[config.mk]
export PLATFORM = sky130hd
export DESIGN_NAME = protection_and_calibration_control
export DESIGN_NICKNAME = d
export VERILOG_FILES = /design/src/prot_cal_pkg.sv /design/src/protection_and_calibration_control.sv
export VERILOG_INCLUDE_DIRS = /design/src /design/src/src
export SDC_FILE = /design/constraint.sdc
export NUM_CORES = 2
export LEC_CHECK = 0
export BUFFER_PORTS_ARGS = -buffer_cell sky130_fd_sc_hd__buf_4
export CORE_UTILIZATION = 68
export CTS_CLUSTER_DIAMETER = 30
export DETAILED_ROUTE_END_ITERATION = 8
export GPL_TIMING_DRIVEN = 0
export PLACE_DENSITY_LB_ADDON = 0.05
export SLEW_MARGIN = 20
export SYNTH_ARGS = -nofsm -noshare
export SYNTH_HDL_FRONTEND = slang
export SYNTH_SLANG_ARGS = --single-unit
[constraint.sdc]
create_clock -name clk_sys -period 8.4 [get_ports clk_sys]
set_input_delay 1.26 -clock clk_sys [delete_from_list [all_inputs] [get_ports clk_sys]]
set_output_delay 1.26 -clock clk_sys [all_outputs]
set_load 0.01 [all_outputs]
[src/prot_cal_cfg.svh]
// Offsets, field positions, reset values and codes for the protection and calibration controller.
// Assumes a 32-bit APB with byte addresses; included by bare name.
`ifndef PROT_CAL_CFG_SVH
`define PROT_CAL_CFG_SVH

// ****************************************
// Register byte offsets
// ****************************************
`define OFS_CONTROL 8'h00
`define OFS_STATUS 8'h04
`define OFS_ALARM_EVENT 8'h08
`define OFS_COND_CURRENT 8'h0C
`define OFS_COND_VOLTAGE 8'h10
`define OFS_COND_UNDER 8'h14
`define OFS_ERROR 8'h18
`define OFS_CAL_STEP 8'h1C
`define OFS_CAL_RESULT 8'h20
`define OFS_CAL_CONST1 8'h24
`define OFS_CAL_CONST2 8'h28
`define OFS_CAL_CONST3 8'h2C
`define OFS_SEC_CODE 8'h30
`define OFS_SEC_STATE 8'h34
`define OFS_DATE 8'h38
`define OFS_DATE_IDX 8'h3C
`define OFS_STRING 8'h40
`define OFS_STRING_IDX 8'h44

// ****************************************
// Control register bits (write one to act)
// ****************************************
`define CTL_ABORT 0
`define CTL_PROT_CLEAR 1
`define CTL_CAL_START 2
`define CTL_CAL_END 3
`define CTL_CAL_LOAD 4
`define CTL_CAL_STORE 5
`define CTL_SET_CODE 6
`define CTL_SECURE 7
`define CTL_UNSECURE 8
`define CTL_DATE_CLEAR 9
`define CTL_STRING_CLEAR 10

// ****************************************
// Status register bits
// ****************************************
`define STS_TEST_RUNNING 0
`define STS_PROT_LATCHED 1
`define STS_ERROR_LED 2
`define STS_CAL_MODE 3
`define STS_CAL_ENDED 4
`define STS_STORED 5
`define STS_SECURED 6
`define STS_PROT_ENABLED 7
`define STS_RELAYS_CLOSED 8

// ****************************************
// Alarm event weights
// ****************************************
`define ALM_OVER_VOLTAGE 32'h0000_0001
`define ALM_OVER_CURRENT 32'h0000_0002
`define ALM_UNDER_VOLTAGE 32'h0000_0200

// ****************************************
// Sizes, codes and reset values
// ****************************************
`define ERR_DEPTH 8
`define ERR_PTR_W 3
`define DATE_LEN_MAX 16
`define STRING_LEN_MAX 128
`define CODE_WORDS 4
`define CAL_SETPOINT_3V5 16'h8CCD
`define CAL_STEP_MAX 2'h3
`define ERR_NONE 16'h0000
`define ERR_SECURED 16'h0001
`define ERR_BAD_STEP 16'h0002
`define ERR_RESULT 16'h0003
`define ERR_LOAD_AFTER_STORE 16'h0004
`define ERR_BAD_CODE 16'h0005
`define ERR_NOT_CAL 16'h0006

`endif

[src/prot_cal_pkg.sv]
// Types shared by the protection and calibration controller and its bench.
// Constants live in prot_cal_cfg.svh.
package prot_cal_pkg;

  typedef struct packed {
    logic overVoltageFault;
    logic underVoltageFault;
    logic overCurrentFault;
  } fault_t;

  typedef struct packed {
    logic valid;
    logic [15:0] code;
  } err_push_t;

  typedef enum logic [1:0] {
    CAL_IDLE = 2'b00,
    CAL_ACTIVE = 2'b01,
    CAL_ENDED = 2'b10
  } cal_state_t;

endpackage

[src/protection_and_calibration_control.sv]
// Protection latch, error queue, security and calibration sequencing behind an APB slave.
// Assumes fault levels and stop button are synchronous to clk_sys; one clock domain.
//
// Added by the designer: the APB interface to the registers and the address map.
`timescale 1ns/1ps
`default_nettype none
`include "prot_cal_cfg.svh"

// Notes on behaviour
// - Stop button or abort ends test, keeps data
// - Fault latches output off until cleared
// - Alarm weights: OV 1, OC 2, UV 512
// - Alarm event read returns and clears
// - Condition reads show live faults
// - Protection clear drops latch and error light
// - Error light only on protection events
// - Command errors queue, operation continues
// - Error read pops one; empty reads zero
// - Date text up to 16, empty allowed
// - Load restores previous constants until store
// - Result entry returns zero or queues error
// - Secured refuses calibration, text, code changes
// - Factory unsecured, code zero; state 0/1
// - Start resets, closes relays, disables protections
// - Steps 1-3, reset each, query zero default
// - Store overwrites nonvolatile constants
// - Message up to 128, readable when secured
// - Constant query per step 1-3
module protection_and_calibration_control
  import prot_cal_pkg::*;
(
  // Clock and reset
  input wire logic clk_sys,
  input wire logic arst_n,
  // APB slave
  input wire logic psel,
  input wire logic penable,
  input wire logic pwrite,
  input wire logic [7:0] paddr,
  input wire logic [31:0] pwdata,
  output logic [31:0] prdata,
  output logic pready,
  output logic pslverr,
  // Front panel and fault sensing
  input wire logic stopButton,
  input wire fault_t faults,
  output logic errorLed,
  // Test engine
  input wire logic testStart,
  output logic testRunning,
  output logic outputEnable,
  // Command parser errors
  input wire err_push_t parserError,
  // Calibration hardware
  output logic relaysClosed,
  output logic protectionEnabled,
  output logic [15:0] converterSetpoint,
  output logic calStepReset,
  output logic instrumentReset
);

  // ****************************************
  // Bus decode
  // ****************************************
  logic setupPhase, wrAccess, rdAccess, mapped;
  assign setupPhase = psel && !penable;
  assign wrAccess = psel && penable && pwrite;
  assign rdAccess = psel && penable && !pwrite;
  assign pready = 1'b1;
  assign mapped = (paddr[1:0] == 2'b00) && (paddr <= `OFS_STRING_IDX);

  logic [31:0] ctl;
  assign ctl = (wrAccess && paddr == `OFS_CONTROL) ? pwdata : 32'h0000_0000;

  // ****************************************
  // State declarations
  // ****************************************
  logic protLatched, calMode, stored, secured;
  cal_state_t calState;
  logic [31:0] alarmEvent, readAlarm;
  logic [1:0] calStep;
  logic [31:0] calWork [1:3];
  logic [31:0] calPrev [1:3];
  logic [31:0] calNv [1:3];
  logic [31:0] resultCode;
  logic [127:0] secCode, codeStage;
  logic [7:0] dateMem [0:`DATE_LEN_MAX-1];
  logic [4:0] dateLen;
  logic [3:0] datePtr;
  logic [7:0] strMem [0:`STRING_LEN_MAX-1];
  logic [7:0] strLen;
  logic [6:0] strPtr;
  logic [15:0] errMem [0:`ERR_DEPTH-1];
  logic [`ERR_PTR_W-1:0] errRd, errWr;
  logic [`ERR_PTR_W:0] errCount;
  err_push_t errPush;
  logic faultNow, errPop;

  assign faultNow = faults.overVoltageFault || faults.underVoltageFault || faults.overCurrentFault;
  assign calMode = (calState != CAL_IDLE);
  assign protectionEnabled = !calMode;
  assign errorLed = protLatched;
  assign outputEnable = testRunning && !protLatched;

  // ****************************************
  // Command checks
  // ****************************************
  logic wrStep, wrResult, wrDate, wrStr, wrCodeWord;
  logic stepOk, resultOk, refuse;
  assign wrStep = wrAccess && paddr == `OFS_CAL_STEP;
  assign wrResult = wrAccess && paddr == `OFS_CAL_RESULT;
  assign wrDate = wrAccess && paddr == `OFS_DATE;
  assign wrStr = wrAccess && paddr == `OFS_STRING;
  assign wrCodeWord = wrAccess && paddr == `OFS_SEC_CODE;
  assign stepOk = calMode && pwdata >= 32'h1 && pwdata <= {30'h0, `CAL_STEP_MAX};
  // A result needs a live step to land on
  assign resultOk = calMode && calStep != 2'h0;
  // Any calibration-side change while secured is refused
  assign refuse = secured && (ctl[`CTL_CAL_START] || ctl[`CTL_CAL_END] || ctl[`CTL_CAL_LOAD] ||
    ctl[`CTL_CAL_STORE] || ctl[`CTL_SET_CODE] || ctl[`CTL_DATE_CLEAR] || ctl[`CTL_STRING_CLEAR] ||
    wrStep || wrResult || wrDate || wrStr);

  // ****************************************
  // Error sources, one push per cycle
  // ****************************************
  always_comb begin
    errPush = '{valid: 1'b0, code: `ERR_NONE};
    if (refuse) begin
      errPush = '{valid: 1'b1, code: `ERR_SECURED};
    end else if (wrStep && !stepOk) begin
      errPush = '{valid: 1'b1, code: `ERR_BAD_STEP};
    end else if (wrResult && !resultOk) begin
      errPush = '{valid: 1'b1, code: `ERR_RESULT};
    end else if (ctl[`CTL_CAL_LOAD] && stored) begin
      errPush = '{valid: 1'b1, code: `ERR_LOAD_AFTER_STORE};
    end else if (ctl[`CTL_UNSECURE] && secured && codeStage != secCode) begin
      errPush = '{valid: 1'b1, code: `ERR_BAD_CODE};
    end else if (!calMode && (ctl[`CTL_CAL_END] || ctl[`CTL_CAL_STORE])) begin
      errPush = '{valid: 1'b1, code: `ERR_NOT_CAL};
    end else if (parserError.valid) begin
      errPush = parserError;
    end
  end

  // ****************************************
  // Error queue
  // ****************************************
  // Full queue drops the newest error rather than stalling anything
  assign errPop = rdAccess && paddr == `OFS_ERROR && errCount != '0;

  always_ff @(posedge clk_sys or negedge arst_n) begin
    if (!arst_n) begin
      errRd <= '0;
      errWr <= '0;
      errCount <= '0;
    end else begin
      if (errPop) begin
        errRd <= errRd + 1'b1;
      end
      if (errPush.valid && errCount != `ERR_DEPTH) begin
        errWr <= errWr + 1'b1;
      end
      errCount <= errCount + {3'h0, errPush.valid && errCount != `ERR_DEPTH} - {3'h0, errPop};
    end
  end

  always_ff @(posedge clk_sys) begin
    if (errPush.valid && errCount != `ERR_DEPTH) begin
      errMem[errWr] <= errPush.code;
    end
  end

  // ****************************************
  // Test run and protection
  // ****************************************
  always_ff @(posedge clk_sys or negedge arst_n) begin
    if (!arst_n) begin
      testRunning <= 1'b0;
    end else if (stopButton || ctl[`CTL_ABORT] || (ctl[`CTL_CAL_START] && !secured)) begin
      testRunning <= 1'b0;
    end else if (testStart && !protLatched && !calMode) begin
      testRunning <= 1'b1;
    end
  end

  always_ff @(posedge clk_sys or negedge arst_n) begin
    if (!arst_n) begin
      protLatched <= 1'b0;
    end else if (faultNow && protectionEnabled) begin
      protLatched <= 1'b1;
    end else if (ctl[`CTL_PROT_CLEAR] && !faultNow) begin
      protLatched <= 1'b0;
    end
  end

  // Clear only the bits returned, so an event in the read cycle survives
  always_ff @(posedge clk_sys or negedge arst_n) begin
    if (!arst_n) begin
      alarmEvent <= 32'h0000_0000;
    end else begin
      alarmEvent <= (alarmEvent & ~((rdAccess && paddr == `OFS_ALARM_EVENT) ? readAlarm : 32'h0)) |
        (faults.overVoltageFault ? `ALM_OVER_VOLTAGE : 32'h0) |
        (faults.overCurrentFault ? `ALM_OVER_CURRENT : 32'h0) |
        (faults.underVoltageFault ? `ALM_UNDER_VOLTAGE : 32'h0);
    end
  end

  // ****************************************
  // Calibration sequence
  // ****************************************
  always_ff @(posedge clk_sys or negedge arst_n) begin
    if (!arst_n) begin
      calState <= CAL_IDLE;
      calStep <= 2'h0;
      stored <= 1'b0;
      relaysClosed <= 1'b0;
      converterSetpoint <= 16'h0000;
      calStepReset <= 1'b0;
      instrumentReset <= 1'b0;
      resultCode <= 32'h0000_0000;
    end else begin
      calStepReset <= 1'b0;
      instrumentReset <= 1'b0;
      if (!refuse) begin
        if (ctl[`CTL_CAL_START]) begin
          calState <= CAL_ACTIVE;
          instrumentReset <= 1'b1;
          relaysClosed <= 1'b1;
          converterSetpoint <= `CAL_SETPOINT_3V5;
          calStep <= 2'h0;
          stored <= 1'b0;
        end else if (ctl[`CTL_CAL_END] && calMode) begin
          calState <= CAL_ENDED;
        end else if (wrStep && stepOk) begin
          calStep <= pwdata[1:0];
          calStepReset <= 1'b1;
        end
        if (ctl[`CTL_CAL_STORE] && calMode) begin
          stored <= 1'b1;
          calState <= CAL_IDLE;
          relaysClosed <= 1'b0;
          converterSetpoint <= 16'h0000;
        end
        if (wrResult) begin
          resultCode <= resultOk ? 32'h0 : {16'h0, `ERR_RESULT};
        end
      end
      case (calState)
        CAL_IDLE, CAL_ACTIVE, CAL_ENDED: ;
        default: calState <= CAL_IDLE;
      endcase
    end
  end

  // Work copy, undo copy and stored copy of the constants
  always_ff @(posedge clk_sys or negedge arst_n) begin
    if (!arst_n) begin
      for (int i = 1; i <= 3; i++) begin
        calWork[i] <= 32'h0;
        calPrev[i] <= 32'h0;
        calNv[i] <= 32'h0;
      end
    end else if (!refuse) begin
      if (ctl[`CTL_CAL_START]) begin
        for (int i = 1; i <= 3; i++) begin
          calPrev[i] <= calNv[i];
          calWork[i] <= calNv[i];
        end
      end else if (ctl[`CTL_CAL_LOAD] && !stored) begin
        for (int i = 1; i <= 3; i++) begin
          calWork[i] <= calPrev[i];
        end
      end else if (ctl[`CTL_CAL_STORE] && calMode) begin
        for (int i = 1; i <= 3; i++) begin
          calNv[i] <= calWork[i];
          calPrev[i] <= calWork[i];
        end
      end else if (wrResult && resultOk) begin
        calWork[calStep] <= pwdata;
      end
    end
  end

  // ****************************************
  // Security
  // ****************************************
  // Code shifts in 32 bits per write, most significant word first
  always_ff @(posedge clk_sys or negedge arst_n) begin
    if (!arst_n) begin
      codeStage <= 128'h0;
      secCode <= 128'h0;
      secured <= 1'b0;
    end else begin
      if (wrCodeWord) begin
        codeStage <= {codeStage[95:0], pwdata};
      end
      if (ctl[`CTL_SET_CODE] && !secured) begin
        secCode <= codeStage;
      end
      if (ctl[`CTL_SECURE]) begin
        secured <= 1'b1;
      end else if (ctl[`CTL_UNSECURE] && codeStage == secCode) begin
        secured <= 1'b0;
      end
    end
  end

  // ****************************************
  // Date and message text
  // ****************************************
  always_ff @(posedge clk_sys or negedge arst_n) begin
    if (!arst_n) begin
      dateLen <= 5'h0;
      datePtr <= 4'h0;
      strLen <= 8'h0;
      strPtr <= 7'h0;
    end else begin
      if (wrAccess && paddr == `OFS_DATE_IDX) begin
        datePtr <= pwdata[3:0];
      end else if (wrDate && !secured) begin
        datePtr <= datePtr + 1'b1;
        dateLen <= ({1'b0, datePtr} >= dateLen) ? {1'b0, datePtr} + 5'h1 : dateLen;
      end else if (ctl[`CTL_DATE_CLEAR] && !secured) begin
        dateLen <= 5'h0;
        datePtr <= 4'h0;
      end
      if (wrAccess && paddr == `OFS_STRING_IDX) begin
        strPtr <= pwdata[6:0];
      end else if (wrStr && !secured) begin
        strPtr <= strPtr + 1'b1;
        strLen <= ({1'b0, strPtr} >= strLen) ? {1'b0, strPtr} + 8'h1 : strLen;
      end else if (ctl[`CTL_STRING_CLEAR] && !secured) begin
        strLen <= 8'h0;
        strPtr <= 7'h0;
      end
    end
  end

  always_ff @(posedge clk_sys) begin
    if (wrDate && !secured) begin
      dateMem[datePtr] <= pwdata[7:0];
    end
    if (wrStr && !secured) begin
      strMem[strPtr] <= pwdata[7:0];
    end
  end

  // ****************************************
  // Read mux, captured in the setup cycle
  // ****************************************
  logic [31:0] next_prdata;
  logic [31:0] statusWord;
  assign statusWord = {23'h0, relaysClosed, protectionEnabled, secured, stored,
    calState == CAL_ENDED, calMode, errorLed, protLatched, testRunning};

  always_comb begin
    next_prdata = 32'h0000_0000;
    case (paddr)
      `OFS_STATUS: next_prdata = statusWord;
      `OFS_ALARM_EVENT: next_prdata = alarmEvent;
      `OFS_COND_CURRENT: next_prdata = {31'h0, faults.overCurrentFault};
      `OFS_COND_VOLTAGE: next_prdata = {31'h0, faults.overVoltageFault};
      `OFS_COND_UNDER: next_prdata = {31'h0, faults.underVoltageFault};
      `OFS_ERROR: next_prdata = (errCount != '0) ? {16'h0, errMem[errRd]} : 32'h0;
      `OFS_CAL_STEP: next_prdata = {30'h0, calStep};
      `OFS_CAL_RESULT: next_prdata = resultCode;
      `OFS_CAL_CONST1: next_prdata = calNv[1];
      `OFS_CAL_CONST2: next_prdata = calNv[2];
      `OFS_CAL_CONST3: next_prdata = calNv[3];
      `OFS_SEC_STATE: next_prdata = {31'h0, secured};
      `OFS_DATE: next_prdata = {19'h0, dateLen, ({1'b0, datePtr} < dateLen) ? dateMem[datePtr] : 8'h00};
      `OFS_DATE_IDX: next_prdata = {28'h0, datePtr};
      `OFS_STRING: next_prdata = {16'h0, strLen, ({1'b0, strPtr} < strLen) ? strMem[strPtr] : 8'h00};
      `OFS_STRING_IDX: next_prdata = {25'h0, strPtr};
      default: next_prdata = 32'h0000_0000;
    endcase
  end

  always_ff @(posedge clk_sys or negedge arst_n) begin
    if (!arst_n) begin
      prdata <= 32'h0000_0000;
      readAlarm <= 32'h0000_0000;
      pslverr <= 1'b0;
    end else if (setupPhase) begin
      prdata <= pwrite ? 32'h0 : next_prdata;
      readAlarm <= alarmEvent;
      pslverr <= !mapped;
    end
  end

endmodule
`default_nettype wire

==> metrics.csv <==
stage;metric;value;unit
layout;final_cells;7291;
power;clkPwrFrac;56.8;%
floorplanning;io_pins;124;
synthesis;async_reset_ff_share;34.9;%
global_routing;antenna_found_initial;22;
timing;relSlewSlack;18.1;%
global_routing;first_global_vias;53800;
synthesis;synthesis.area;0.0808;mm²
floorplanning;die_w;347;µm
synthesis;ys_ff_latch;1967;
timing;fmax;0.157;GHz
timing;rsz0062_at_grt;no;
global_routing;grt_max_degree;150;
power;pwr-share-comb;3.6;%
timing;fin_skew;0.0693;ns
timing;fin_crit_sh;75.8;%
cts;cts_tree;yes;
floorplanning;dieArea;0.120;mm²
route;vias;53100;
critical_path;arrival;7.22;ns
synthesis;seq_area_frac_synth;68.8;%
synthesis;synth_compound_area_share;6.35;%
power;power_leakage;37.6;nW
layout;fillCellCount;5622;
critical_path;start_kind;input port;
route;wl_per_cell;35.3;µm
placed_design;gp_congestion;0.973;
global_routing;grt_pass1_wl;370000;µm
power;switching_share;22.2;%
layout;areaGrowthSynthToFinish;19.8;%
timing;hold_ws;0.269;ns
synthesis;netlist_instances;4921;
route;vias_per_cell;7.29;
synthesis;synth-simple-area-share;4.50;%
timing;drv_slew;0;
global_routing;gr-total-overflow;0;
cts;ctsHoldBuffers;0;
timing;finalHoldViolCount;0;
cts;clock_sinks;1967;
critical_path;path_max_fanout;145;
cts;cts.path.max_buffers;4;
power;switching_power;0.00590;W
synthesis;synth-adder-area-share;0.396;%
placed_design;pre_cts_slack;1.32;ns
cts;clock_latency;0.97;ns
route;ant_nets;0;
critical_path;required;9.26;ns
layout;fin_nets;5540;
placed_design;io_buffers;112;
run_status;status;finished, final reports clean;
floorplanning;die_h;347;µm
cts;cts-root-buf;clkbuf_16;
timing;period_needed;6.37;ns
cts;cts.htree.levels;5;
synthesis;synth_top_family_by_area;multiplexers;
synthesis;synth_edf_count;1280;
layout;drive_above_1_share;27.9;%
global_routing;grtUsageTotal;43.3;%
cts;cts_resized;0;
timing;tightest_slew;1.23;ns
route;first_iter_violations;8687;
route;wl;257000;µm
floorplanning;start_util;68.5;%
power;ir_worst_vdd;0.254;mV
cts;post_cts_buffers;0;
floorplanning;core;0.118;mm²
power;power_frac_seq;39.7;%
cts;cts_buffers;373;
placed_design;post-place-cells;6608;
route;first_pass_iters;7;
synthesis;ys_types;90;
timing;setup_viol;0;
job;drv_cap;0;
floorplanning;rows;126;
synthesis;synth_xor_area_share;1.52;%
synthesis;synth_warnings;0;
synthesis;synthMuxAreaShare;16.4;%
route;drcViolationCount;0;
power;p_int;0.0206;W
min_path;hold_class;in2async;
cts;clkTransAtPathRegs;0.05;ns
synthesis;synth_top_flop_cell;edfxtp_1;
placed_design;hpwlAfterDp;150000;µm
synthesis;syn_area_per_cell;16.4;µm²
critical_path;critical_path_class;in2reg;
power;cellPowerDensity;274;mW/mm²
timing;setup_ws;2.03;ns
critical_path;endpoint_kind;flop;
==> cell usage in the layout (no fill, tap or decap), types with 81 or more instances in the layout <==
cell,n
a222oi_1,124
a22oi_1,109
buf_2,96
buf_4,137
clkbuf_1,212
clkbuf_16,383
dfrtp_1,687
edfxtp_1,1280
mux2_2,390
mux2i_1,249
mux4_2,280
nand2_1,275
nand3_1,87
nor2_1,222
o21ai_0,138
o21ai_1,81
xor2_1,128
==> worst paths after layout <==
check                               from              to  slack (ns)  depth (start not counted)
max                            pwdata[1]     errCount[3]        2.03                         15
min                               arst_n     secCode[85]        0.27                          1
max reg2reg                    strPtr[0]   strMem[73][5]        2.20                          9
min reg2reg                readAlarm[25]  alarmEvent[25]        0.45                          1
max in group asynchronous         arst_n     testRunning        6.74                          3
min in group clk_sys       readAlarm[25]  alarmEvent[25]        0.45                          1
==> synthesized netlist by cell type, drive strengths merged (11+ instances only) <==
cell type / number / share of area, %
xnor2: 12 / 0.13
o21ai: 220 / 1.4
ha: 24 / 0.37
a21oi: 79 / 0.49
a221oi: 35 / 0.38
and3: 11 / 0.085
nor2: 227 / 1.1
nor2b: 16 / 0.12
xor2: 128 / 1.4
dfrtp: 687 / 21
buf: 142 / 1.0
nand3: 88 / 0.55
a22o: 25 / 0.27
inv: 38 / 0.18
a22oi: 109 / 1.0
nand4: 18 / 0.14
mux2: 392 / 5.5
nand2: 275 / 1.3
a222oi: 124 / 1.5
a31oi: 13 / 0.10
edfxtp: 1280 / 48
nor4: 44 / 0.37
mux4: 280 / 7.8
and2: 31 / 0.24
mux2i: 249 / 3.1
nor3: 18 / 0.11
clkbuf: 186 / 0.86
a21boi: 37 / 0.34
==> power by group through the flow <==
| stage | combinational (W) | sequential, W | clock [W] |
|---|---|---|---|
| after global placement | 0.000799 | 0.0107 | 0 |
| after detailed placement | 0.000884 | 0.0107 | 0 |
| final | 0.000948 | 0.0105 | 0.0151 |
| after global routing | 0.000980 | 0.0105 | 0.0155 |
| after floorplan | 0.000407 | 0.0107 | 0 |
| after CTS | 0.000917 | 0.0105 | 0.0150 |
==> per-layer routing <==
layer	global-route usage, %	part of all wire, %	vias up
met3	15.2	13	1265
met2	65.3	46	4671
met4	27.9	7.7	22
met1	53.8	34	26700
met5	0	0.058	-
li1	-	-	20500
==> worst max-delay path, stage by stage <==
cell and delay, ns:
clkbuf_8 0.64, clkbuf_1 0.86, o22ai_1 0.47, nor4_1 1.08, a31oi_1 0.28, nor2_1 0.32, nand2_1 0.14, o31ai_1 0.40
buf_2 0.37, ha_1 0.21, inv_1 0.07, ha_1 0.28, a21o_1 0.18, a21oi_1 0.22, xor2_1 0.17
==> state kept, by name (all words and copies together), names as in the netlist, 2 cells and up <==
register and cells:
alarmEvent 32, calNv 96, calPrev 96, calState 2, calStep 2, calWork 96, codeStage 128, dateLen 5
dateMem 128, datePtr 4, errCount 4, errMem 128, errRd 3, errWr 3, prdata 32, readAlarm 32
secCode 128, strLen 8, strMem 1024, strPtr 7
==> cells by family (layout without fill, tap and decap cells) <==
family / Yosys count / in the layout
xor+xnor: 140 / 140
buf+inv: 367 / 1182
compound gates: 720 / 720
flops: 1967 / 1967
simple gates: 779 / 779
other cells: 2 / 21
fa+ha+maj: 25 / 25
mux: 921 / 921
==> layout make-up <==
cell class | instances | area [µm²] | share of cell area, %
Buffer | 328 | 1520 | 1.57
Sequential cell | 1967 | 55600 | 57.4
Inverter | 39 | 146 | 0.151
Tap cell | 1536 | 1920 | 1.98
Multi-Input combinational cell | 2594 | 23700 | 24.5
Clock inverter | 220 | 2420 | 2.50
Timing Repair Buffer | 145 | 1330 | 1.37
Antenna cell | 12 | 30.0 | 0.0310
Clock buffer | 450 | 10200 | 10.5
==> stage by stage <==
step	utilization (%)	area (µm²)	setup TNS [ns]	power, W
final	82.1	96800	0	0.0265
after global routing	82.1	96800	0	0.0270
after CTS	82.1	96800	0	0.0265
after detailed placement	71.4	84200	0	0.0116
after global placement	70.9	83600	-978.05	0.0115
after floorplan	-	80800	0	0.0111
(Power assumes the default switching activity.)
